--- src/logic/gptu_pkg.sv ---
`default_nettype none
package gptu_pkg;
  // register index inside one block, byte address bits [3:0]
  localparam logic [3:0] REG_CTL_A   = 4'h0;
  localparam logic [3:0] REG_CTL_B   = 4'h1;
  localparam logic [3:0] REG_LOAD_A  = 4'h2;
  localparam logic [3:0] REG_LOAD_B  = 4'h3;
  localparam logic [3:0] REG_MATCH_A = 4'h4;
  localparam logic [3:0] REG_MATCH_B = 4'h5;
  localparam logic [3:0] REG_PRE_A   = 4'h6;
  localparam logic [3:0] REG_PRE_B   = 4'h7;
  localparam logic [3:0] REG_VAL_A   = 4'h8;
  localparam logic [3:0] REG_VAL_B   = 4'h9;
  localparam logic [3:0] REG_STAT    = 4'ha;
  localparam logic [3:0] REG_CAP_A   = 4'hb;
  localparam logic [3:0] REG_CAP_B   = 4'hc;
  // control field positions
  localparam int CTL_EN    = 3;
  localparam int CTL_INV   = 4;
  localparam int CTL_STALL = 5;
  localparam int CTL_ADC   = 6;
  localparam int CTL_CAT   = 7;
  localparam int CTL_W     = 8;
  // status field positions, two bits each (half a, half b)
  localparam int ST_TO  = 0;
  localparam int ST_CAP = 2;
  localparam int ST_PWM = 4;
  localparam int ST_W   = 6;
  // reset values
  localparam logic [7:0]  CTL_RST  = 8'h00;
  localparam logic [15:0] LOAD_RST = 16'hffff;
  localparam logic [15:0] CNT_RST  = 16'h0000;
  localparam logic [7:0]  PRE_RST  = 8'h00;
  typedef enum logic [2:0] {
    M_OFF     = 3'b000,
    M_ONESHOT = 3'b001,
    M_PERIOD  = 3'b010,
    M_ECOUNT  = 3'b011,
    M_ETIME   = 3'b100,
    M_PWM     = 3'b101,
    M_RTC     = 3'b110
  } gptu_mode_t;
endpackage : gptu_pkg
`default_nettype wire

--- src/logic/gptu_top.sv ---
// Chosen here: the register offsets and the address-and-strobe port.
`timescale 1ns/1ps
`default_nettype none
module gptu_top #(
  parameter int NBLK = 3,
  parameter int CW   = 16,
  parameter int PW   = 8
) (
  input  wire logic              CLK_I,
  input  wire logic              RST_I,
  input  wire logic [7:0]        ADDR_I,
  input  wire logic [31:0]       WDATA_I,
  input  wire logic              WR_I,
  input  wire logic              RD_I,
  output logic      [31:0]       RDATA_O,
  input  wire logic              HALT_I,
  input  wire logic [2*NBLK-1:0] CAPTURE_COMPARE_PWM_PIN_I,
  output logic      [2*NBLK-1:0] CAPTURE_COMPARE_PWM_PIN_O,
  output logic      [2*NBLK-1:0] CAPTURE_COMPARE_PWM_PIN_OE_O,
  output logic      [NBLK-1:0]   ADC_TRIG_O
);
  localparam int NT = 2 * NBLK;
  logic [gptu_pkg::CTL_W-1:0] ctl_reg [NT], ctl_next [NT];
  logic [CW-1:0] load_reg [NT], load_next [NT];
  logic [CW-1:0] match_reg [NT], match_next [NT];
  logic [CW-1:0] cnt_reg [NT], cnt_next [NT];
  logic [CW-1:0] cap_reg [NT], cap_next [NT];
  logic [PW-1:0] pre_reg [NT], pre_next [NT];
  logic [PW-1:0] pcnt_reg [NT], pcnt_next [NT];
  logic [gptu_pkg::ST_W-1:0] stat_reg [NBLK], stat_next [NBLK];
  logic [NT-1:0]   prev_reg, prev_next, pwm_reg, pwm_next;
  logic [NT-1:0]   ev_to, ev_cap, ev_pw, tick, run, edg;
  logic [NBLK-1:0] adc_reg, adc_next;
  logic [31:0]     rdata_reg, rdata_next;

  function automatic logic sel(input logic [7:0] a, input int b,
                               input logic [3:0] r);
    sel = (a[7:4] == 4'(b)) && (a[3:0] == r);
  endfunction : sel

  // register writes, counting and flags for every half of every block
  always_comb begin
    logic [2*CW-1:0] c32, l32, m32;
    logic cat;
    gptu_pkg::gptu_mode_t md;
    c32 = '0;
    l32 = '0;
    m32 = '0;
    cat = 1'b0;
    md  = gptu_pkg::M_OFF;
    ev_to  = '0;
    ev_cap = '0;
    ev_pw  = '0;
    tick   = '0;
    run    = '0;
    edg    = '0;
    prev_next = CAPTURE_COMPARE_PWM_PIN_I;
    pwm_next  = pwm_reg;
    rdata_next = 32'h0000_0000;
    for (int i = 0; i < NT; i++) begin
      ctl_next[i]   = ctl_reg[i];
      load_next[i]  = load_reg[i];
      match_next[i] = match_reg[i];
      pre_next[i]   = pre_reg[i];
      cnt_next[i]   = cnt_reg[i];
      cap_next[i]   = cap_reg[i];
      pcnt_next[i]  = pcnt_reg[i];
    end
    // software writes; enabling a half restarts it from its load value
    for (int i = 0; i < NT; i++) begin
      if (WR_I && sel(ADDR_I, i / 2, gptu_pkg::REG_CTL_A + 4'(i % 2))) begin
        ctl_next[i] = WDATA_I[gptu_pkg::CTL_W-1:0];
        if (WDATA_I[gptu_pkg::CTL_EN] && !ctl_reg[i][gptu_pkg::CTL_EN]) begin
          cnt_next[i]  = load_reg[i];
          pcnt_next[i] = pre_reg[i];
          // joined halves restart together as one 32-bit count
          if ((i % 2 == 0) && WDATA_I[gptu_pkg::CTL_CAT])
            cnt_next[i | 1] = load_reg[i | 1];
        end
      end
      if (WR_I && sel(ADDR_I, i / 2, gptu_pkg::REG_LOAD_A + 4'(i % 2)))
        load_next[i] = WDATA_I[CW-1:0];
      if (WR_I && sel(ADDR_I, i / 2, gptu_pkg::REG_MATCH_A + 4'(i % 2)))
        match_next[i] = WDATA_I[CW-1:0];
      if (WR_I && sel(ADDR_I, i / 2, gptu_pkg::REG_PRE_A + 4'(i % 2)))
        pre_next[i] = WDATA_I[PW-1:0];
    end
    // timing engine per half
    for (int i = 0; i < NT; i++) begin
      cat = ctl_reg[i & ~1][gptu_pkg::CTL_CAT];
      md  = gptu_pkg::gptu_mode_t'(ctl_reg[i][2:0]);
      run[i] = ctl_reg[i][gptu_pkg::CTL_EN] &&
               !(ctl_reg[i][gptu_pkg::CTL_STALL] && HALT_I);
      edg[i]  = CAPTURE_COMPARE_PWM_PIN_I[i] && !prev_reg[i];
      tick[i] = run[i] && (pcnt_reg[i] == '0);
      if (run[i])
        pcnt_next[i] = tick[i] ? pre_reg[i] : pcnt_reg[i] - 1'b1;
      if (cat && (i % 2 == 0)) begin
        // joined halves: a holds the low word, b the high word
        c32 = {cnt_reg[i+1], cnt_reg[i]};
        l32 = {load_reg[i+1], load_reg[i]};
        m32 = {match_reg[i+1], match_reg[i]};
        if (tick[i]) begin
          case (md)
            gptu_pkg::M_RTC: begin
              c32 = c32 + 1'b1;
              ev_to[i] = (c32 == m32);
            end
            gptu_pkg::M_ONESHOT, gptu_pkg::M_PERIOD: begin
              if (c32 == '0) begin
                ev_to[i] = 1'b1;
                if (md == gptu_pkg::M_PERIOD)
                  c32 = l32;
                else
                  ctl_next[i][gptu_pkg::CTL_EN] = 1'b0;
              end else begin
                c32 = c32 - 1'b1;
              end
            end
            default: ;
          endcase
          {cnt_next[i+1], cnt_next[i]} = c32;
        end
      end else if (!cat) begin
        case (md)
          gptu_pkg::M_ONESHOT, gptu_pkg::M_PERIOD: begin
            if (tick[i]) begin
              if (cnt_reg[i] == '0) begin
                ev_to[i] = 1'b1;
                if (md == gptu_pkg::M_PERIOD)
                  cnt_next[i] = load_reg[i];
                else
                  ctl_next[i][gptu_pkg::CTL_EN] = 1'b0;
              end else begin
                cnt_next[i] = cnt_reg[i] - 1'b1;
              end
            end
          end
          gptu_pkg::M_ECOUNT: begin
            if (run[i] && edg[i]) begin
              if (cnt_reg[i] == '0) begin
                ev_cap[i]   = 1'b1;
                cnt_next[i] = load_reg[i];
              end else begin
                cnt_next[i] = cnt_reg[i] - 1'b1;
              end
            end
          end
          gptu_pkg::M_ETIME: begin
            if (tick[i])
              cnt_next[i] = (cnt_reg[i] == '0) ? load_reg[i]
                                               : cnt_reg[i] - 1'b1;
            if (run[i] && edg[i]) begin
              ev_cap[i]   = 1'b1;
              cap_next[i] = cnt_reg[i];
            end
          end
          gptu_pkg::M_PWM: begin
            if (tick[i]) begin
              if (cnt_reg[i] == '0) begin
                ev_pw[i]    = 1'b1;
                cnt_next[i] = load_reg[i];
              end else begin
                cnt_next[i] = cnt_reg[i] - 1'b1;
              end
            end
            pwm_next[i] = (cnt_reg[i] > match_reg[i]) ^
                          ctl_reg[i][gptu_pkg::CTL_INV];
          end
          default: ;
        endcase
      end
    end
    // sticky flags: write one clears, a new event wins over the clear
    for (int b = 0; b < NBLK; b++) begin
      stat_next[b] = stat_reg[b];
      if (WR_I && sel(ADDR_I, b, gptu_pkg::REG_STAT))
        stat_next[b] = stat_reg[b] & ~WDATA_I[gptu_pkg::ST_W-1:0];
      stat_next[b] = stat_next[b] | {ev_pw[2*b+1], ev_pw[2*b],
                                     ev_cap[2*b+1], ev_cap[2*b],
                                     ev_to[2*b+1], ev_to[2*b]};
      adc_next[b] = (ev_to[2*b] && ctl_reg[2*b][gptu_pkg::CTL_ADC]) ||
                    (ev_to[2*b+1] && ctl_reg[2*b+1][gptu_pkg::CTL_ADC]);
    end
    // read data, unmapped addresses read zero
    for (int i = 0; i < NT; i++) begin
      if (RD_I && sel(ADDR_I, i / 2, gptu_pkg::REG_CTL_A + 4'(i % 2)))
        rdata_next = 32'(ctl_reg[i]);
      if (RD_I && sel(ADDR_I, i / 2, gptu_pkg::REG_LOAD_A + 4'(i % 2)))
        rdata_next = 32'(load_reg[i]);
      if (RD_I && sel(ADDR_I, i / 2, gptu_pkg::REG_MATCH_A + 4'(i % 2)))
        rdata_next = 32'(match_reg[i]);
      if (RD_I && sel(ADDR_I, i / 2, gptu_pkg::REG_PRE_A + 4'(i % 2)))
        rdata_next = 32'(pre_reg[i]);
      if (RD_I && sel(ADDR_I, i / 2, gptu_pkg::REG_VAL_A + 4'(i % 2)))
        rdata_next = 32'(cnt_reg[i]);
      if (RD_I && sel(ADDR_I, i / 2, gptu_pkg::REG_CAP_A + 4'(i % 2)))
        rdata_next = 32'(cap_reg[i]);
      if (RD_I && (i % 2 == 0) && sel(ADDR_I, i / 2, gptu_pkg::REG_STAT))
        rdata_next = 32'(stat_reg[i/2]);
    end
  end

  // state registers
  always_ff @(posedge CLK_I) begin
    if (RST_I) begin
      for (int i = 0; i < NT; i++) begin
        ctl_reg[i]   <= gptu_pkg::CTL_RST;
        load_reg[i]  <= gptu_pkg::LOAD_RST;
        match_reg[i] <= gptu_pkg::CNT_RST;
        cnt_reg[i]   <= gptu_pkg::CNT_RST;
        cap_reg[i]   <= gptu_pkg::CNT_RST;
        pre_reg[i]   <= gptu_pkg::PRE_RST;
        pcnt_reg[i]  <= gptu_pkg::PRE_RST;
      end
      for (int b = 0; b < NBLK; b++)
        stat_reg[b] <= '0;
      prev_reg  <= '0;
      pwm_reg   <= '0;
      adc_reg   <= '0;
      rdata_reg <= 32'h0000_0000;
    end else begin
      ctl_reg   <= ctl_next;
      load_reg  <= load_next;
      match_reg <= match_next;
      cnt_reg   <= cnt_next;
      cap_reg   <= cap_next;
      pre_reg   <= pre_next;
      pcnt_reg  <= pcnt_next;
      stat_reg  <= stat_next;
      prev_reg  <= prev_next;
      pwm_reg   <= pwm_next;
      adc_reg   <= adc_next;
      rdata_reg <= rdata_next;
    end
  end

  // pin drive: enabled only for split halves in pwm mode
  always_comb begin
    for (int i = 0; i < NT; i++)
      CAPTURE_COMPARE_PWM_PIN_OE_O[i] =
        !ctl_reg[i & ~1][gptu_pkg::CTL_CAT] &&
        (ctl_reg[i][2:0] == gptu_pkg::M_PWM);
  end
  assign CAPTURE_COMPARE_PWM_PIN_O = pwm_reg;
  assign ADC_TRIG_O                = adc_reg;
  assign RDATA_O                   = rdata_reg;

  wire split0 = !ctl_reg[0][gptu_pkg::CTL_CAT];
  wire [2:0] md0 = ctl_reg[0][2:0];
  wire [2*CW-1:0] c32_0 = {cnt_reg[1], cnt_reg[0]};
endmodule : gptu_top
`default_nettype wire

--- config.mk ---
export PLATFORM = sky130hd
export DESIGN_NAME = gptu_top
export DESIGN_NICKNAME = d
export VERILOG_FILES = /design/src/logic/gptu_pkg.sv /design/src/logic/gptu_top.sv
export SDC_FILE = /design/constraint.sdc
export NUM_CORES = 2
export LEC_CHECK = 0
export ABC_AREA = 1
export BUFFER_PORTS_ARGS = -buffer_cell sky130_fd_sc_hd__clkbuf_2
export CAP_MARGIN = 30
export CORE_MARGIN = 10
export CORE_UTILIZATION = 28
export CTS_BUF_LIST = sky130_fd_sc_hd__clkbuf_8
export DETAILED_ROUTE_END_ITERATION = 6
export PLACE_DENSITY = 0.48
export RECOVER_POWER = 100
export SYNTH_ARGS = -nofsm -noshare
export SYNTH_HDL_FRONTEND = slang
export SYNTH_SLANG_ARGS = --single-unit
--- constraint.sdc ---
create_clock -name CLK_I -period 5.9 [get_ports CLK_I]
set_input_delay 0.59 -clock CLK_I [delete_from_list [all_inputs] [get_ports CLK_I]]
set_output_delay 0.59 -clock CLK_I [all_outputs]
set_load 0.05 [all_outputs]
; Yosys cells after proc, flatten, opt, wreduce, memory -nomap -nowiden
; Index checks and enable logic that the tools add are counted.
[word_totals]
reg_bits = 593
inputBits = 51
[op_classes]
n_addsub = 18
n_lt_le_gt_ge = 6
n_eq_ne = 56
mux = 258
n_bitwise = 16
reduce_logical = 240
[ops]
columns = op, count
row1 = 16-bit 2-to-1 mux, 92
row2 = 32-bit 2-to-1 mux, 15
row3 = 16-bit one-hot mux with 3 select lines, 6
row4 = 8-bit 2-to-1 mux, 25
row5 = 32-bit one-hot mux with 2 select lines, 3
row6 = 1-bit logical AND, 153
row7 = 1-bit 2-to-1 mux, 99
row8 = "32-bit by 1-bit adder with 32-bit output, second input constant", 3
row9 = 32-bit equality test, 3
row10 = 16-bit greater-than comparator, 6
row11 = 16-bit zero test, 6
row12 = 32-bit zero test, 3
row13 = "16-bit by 1-bit subtractor with 16-bit output, second input constant", 6
row14 = "32-bit by 1-bit subtractor with 32-bit output, second input constant", 3
row15 = 8-bit zero test, 6
row16 = "8-bit by 1-bit subtractor with 8-bit output, second input constant", 6
row17 = "3-bit equality test, second input constant", 15
row18 = 39-bit OR reduction, 1
row19 = "3-bit by 2-bit equality test with 1-bit output, second input constant", 12
row20 = 2-bit AND reduction, 15
row21 = 4-bit 2-to-1 mux, 6
row22 = 2-bit nonzero test, 12
row23 = 2-bit OR reduction, 12
row24 = 1-bit zero test, 21
row25 = 17 further kinds, 65

; Logic depth before layout (Yosys ltp)
[depth]
word_depth = 42
ltp_mapped = 30
mapped_depth_nobuf = 30

; Worst setup path before layout
; No wires, ideal clock.
[synth_timing]
path_kind = flip-flop to flip-flop
start = register cnt_reg[32] (netlist bit)
end = register cnt_reg[32] (netlist bit)
t_arrival_ps = 3126
required_time_ps = 5826
path_slack_ps = 2700
path_stages_with_launch = 27
synth_period_minus_slack_ps = 3200
path_cell_list = dfxtp_1 clkbuf_1 inv_1 ha_1 inv_1 nor2_2 inv_2 nor2_4 nand2_2 nor2_4 inv_2 nor2_4 nor2_4 inv_2 buf_2 a21oi_1 o21ai_1 o2111ai_1 o211ai_1 nand2_1 nand2_1 a21oi_1 a21oi_1 nor2_1 a21oi_1 or2_1 a31oi_1
[synth_between]
elab_chain_cells = 12
word_cells_on_any_way = 23
cone_classes = add/sub: 3 / mux: 18 / reduce/logical: 2
[synth_lines]
columns = element, line
row1 = start: declaration, gptu_top.sv:26  ; logic [CW-1:0] cnt_reg [NT], cnt_next [NT];
row2 = start signal: indexed assignment, gptu_top.sv:211  ; cnt_reg[i] <= gptu_pkg::CNT_RST;
row3 = start signal: assignment, gptu_top.sv:226  ; cnt_reg <= cnt_next;
row4 = "parallel branches: the longest is 11 deep, another holds 32-bit by 1-bit subtractor with 32-bit output", -
row5 = 16-bit 2-to-1 mux *, gptu_top.sv:124  ; end else if (!cat) begin
; Every way passes the cells marked *. The select of a mux whose other input is x is not followed.
; A chain may end at the register's enable or synchronous reset.

; Final worst setup path
[layout_timing]
start = input port RST_I
end = register adc_reg[1] (netlist: ADC_TRIG_O[1])
[layout_rtl]
columns = element, line
row1 = start: declaration, gptu_top.sv:10  ; input wire logic RST_I,
row2 = end signal: assignment, gptu_top.sv:233  ; adc_reg <= adc_next;
row3 = end: declaration, gptu_top.sv:33  ; logic [NBLK-1:0] adc_reg, adc_next;
; No word-level cell between the ends.

==> impl_metrics.yaml <==
critical_path:
  crit_fanout: 99
  path_class: "in2reg"
  cp.required_ns: 6.42
  endpoint_kind: "flop"
  arrival_ns: 5.94
  crit_path_start_kind: "primary input"
synthesis:
  ys_seq_area_share_pct: 26.0
  synth_edf_count: 0
  synth-async-reset-ratio_pct: 0
  netlist_area_mm2: 0.0445
  yosysUniqueCellTypes: 75
  ys_warn_count: 0
  synth_cells: 7139
  syn-mean-instance-area_um2: 6.23
  ys_seq_elements: 577
  ys.flop_type: "dfxtp_1"
sta:
  post-route-period-util_pct: 91.9
  final_hold_viol_count: 0
  rsz0062_at_grt: "false"
  max_freq_ghz: 0.184
  setup_ws_ns: 0.479
  skew_ns: 0.0579
  tns_ns: 0
  maxSlewViolCount: 389
  hold-worst-slack_ns: 0.0452
  period_needed_ns: 5.42
  maxSlewHeadroom_pct: -110
  worstMarginPinSlew_ns: 3.15
  setup_viol: 0
placed_design:
  port_buffers: 65
  dpl.cell_count: 9035
  hpwl_um: 163000
  gp_congestion: 0.973
  place_ws_ns: 0.918
route:
  drt_iter0_drc: 6356
  wirelength_um: 229000
  drtPass1Iterations: 6
  vias: 52800
  drc: 0
  final_antenna_net_count: 0
  avgViaCountPerCell: 5.71
  avgRoutedWirePerCell_um: 24.7
clocking:
  clockBufferDepth: 3
  numCtsBuffers: 114
  cts_tree: "done"
  post_cts_buffers: 0
  htreeDepth: 3
  worstSkewPairLatency_ns: 0.91
  cts_sinks: 577
  path_clk_slew_ns: 0.06
  clock_tree.root_cell: "clkbuf_8"
  cts-resized-gates: 0
global_routing:
  track_usage_pct: 24.7
  grt_max_degree: 141
  grt_pass1_wl_um: 331000
  antenna_found_initial: 10
  grt_pass1_vias: 47700
  globalRouteOverflowTotal: 0
layout:
  fin_util_pct: 31.2
  finalNetCount: 7253
  final_common_cell: "nand2_1"
  instances_no_fill: 9253
  syn2layout_area_growth_pct: 11.0
  final_cell_mix: "nand2_1, o21ai_0, a21oi_1"
  fillers: 17700
  final_layout_size_suffix_gt1_share_pct: 7.10
floorplan:
  core-area_mm2: 0.158
  die_area_mm2: 0.175
  io_pins: 98
  die_y_um: 419
  die_x_um: 419
  initial_core_util_pct: 28.1
  rows: 146
status:
  violations: "capacitance limit, slew limit"
  outcome: "complete, but fails checks"
flow_run:
  cap_violations: 6
power:
  power.density_mw_per_mm2: 180
  ir_drop_mv: 0.128
  power_leakage_nw: 20.1
min_path:
  hold_class: "in2reg"
## worst paths after layout
check | start | endpoint | slack [ns] | depth (start not counted)
max reg2reg | cnt_reg[0] | cnt_reg[9] | 0.98 | 24
min reg2reg | cap_reg[19] | cap_reg[19] | 0.45 | 2
min | CAPTURE_COMPARE_PWM_PIN_I[3] | prev_reg[3] | 0.05 | 3
max | RST_I | ADC_TRIG_O[1] | 0.48 | 3
## report_power, final
part | leakage, nW | switching [mW] | internal [mW] | total [mW]
combinational | 14.1 | 0.574 | 0.163 | 0.736
sequential | 4.65 | 0.0213 | 3.91 | 3.93
clock | 1.30 | 2.09 | 2.16 | 4.25
## cell usage after synthesis (10+ instances only)
master | count | area (µm²)
inv_2 | 23 | 86.3
o221ai_1 | 48 | 420
nor3_1 | 154 | 771
nor2_1 | 665 | 2500
clkbuf_8 | 15 | 206
nor2_2 | 14 | 87.6
dfxtp_1 | 577 | 11600
a32oi_1 | 10 | 87.6
a2111oi_0 | 11 | 96.3
o21ai_0 | 895 | 4480
nand4_1 | 134 | 838
xnor2_1 | 24 | 210
nand3_1 | 265 | 1330
o22ai_1 | 27 | 169
a31oi_1 | 63 | 394
nand2_1 | 1366 | 5130
o2111ai_1 | 72 | 631
o21bai_1 | 15 | 113
a21oi_1 | 787 | 3940
clkinv_1 | 30 | 113
o31ai_1 | 23 | 173
a221oi_1 | 39 | 342
inv_1 | 727 | 2730
ha_1 | 117 | 1460
nor4_1 | 28 | 175
xor2_1 | 168 | 1470
buf_2 | 31 | 155
a211oi_1 | 116 | 871
buf_4 | 23 | 173
or2_2 | 19 | 119
o21ai_1 | 30 | 150
clkbuf_1 | 359 | 1350
a22oi_1 | 10 | 75.1
o211ai_1 | 133 | 998
## metrics by stage
stage          power, mW  area (µm²)
6_report            8.91       49400
5_1_grt             9.18       49400
4_1_cts             8.95       49500
3_5_place_dp        4.72       47200
3_3_place_gp        4.71       47000
2_1_floorplan       4.41       44500
## worst max-delay path, stage by stage
cell and delay (ns):
clkdlybuf4s25_1 2.32, clkbuf_2 2.40, a21oi_1 0.46
## repair_timing
item / 4_1_cts / 5_1_grt
hold buffers: 5 / 0
hold endpoints to repair: 5 / 0
endpoints found under the setup margin: 0 / 0
## cell families after synthesis
kind of cell,synth area share (%)
AND/OR/NAND/NOR,25.8
AO/OA/AOI/OAI,30.1
buffers and inverters,11.0
flip-flops,26.0
XOR/XNOR,3.78
adder cells (fa/ha/maj),3.29
multiplexers,0.0900
other,0.00843
## routing by layer
layer,part of all wire [%],global-route usage (%)
met1,44,34.0
met5,0,0
met3,8.5,3.86
met2,44,38.2
met4,4.4,10.5
## cell type report
| type | count | area, µm² | area share [%] |
|---|---|---|---|
| clock buffers | 141 | 1940 | 3.93 |
| multi-input cells | 5355 | 28200 | 57.1 |
| clock inverters | 59 | 309 | 0.626 |
| diodes | 12 | 30.0 | 0.0608 |
| well taps | 2072 | 2590 | 5.25 |
| repair buffers | 257 | 1820 | 3.68 |
| inverters | 780 | 2940 | 5.94 |
| flip-flops and latches | 577 | 11600 | 23.4 |
(Power assumes the default switching activity.)
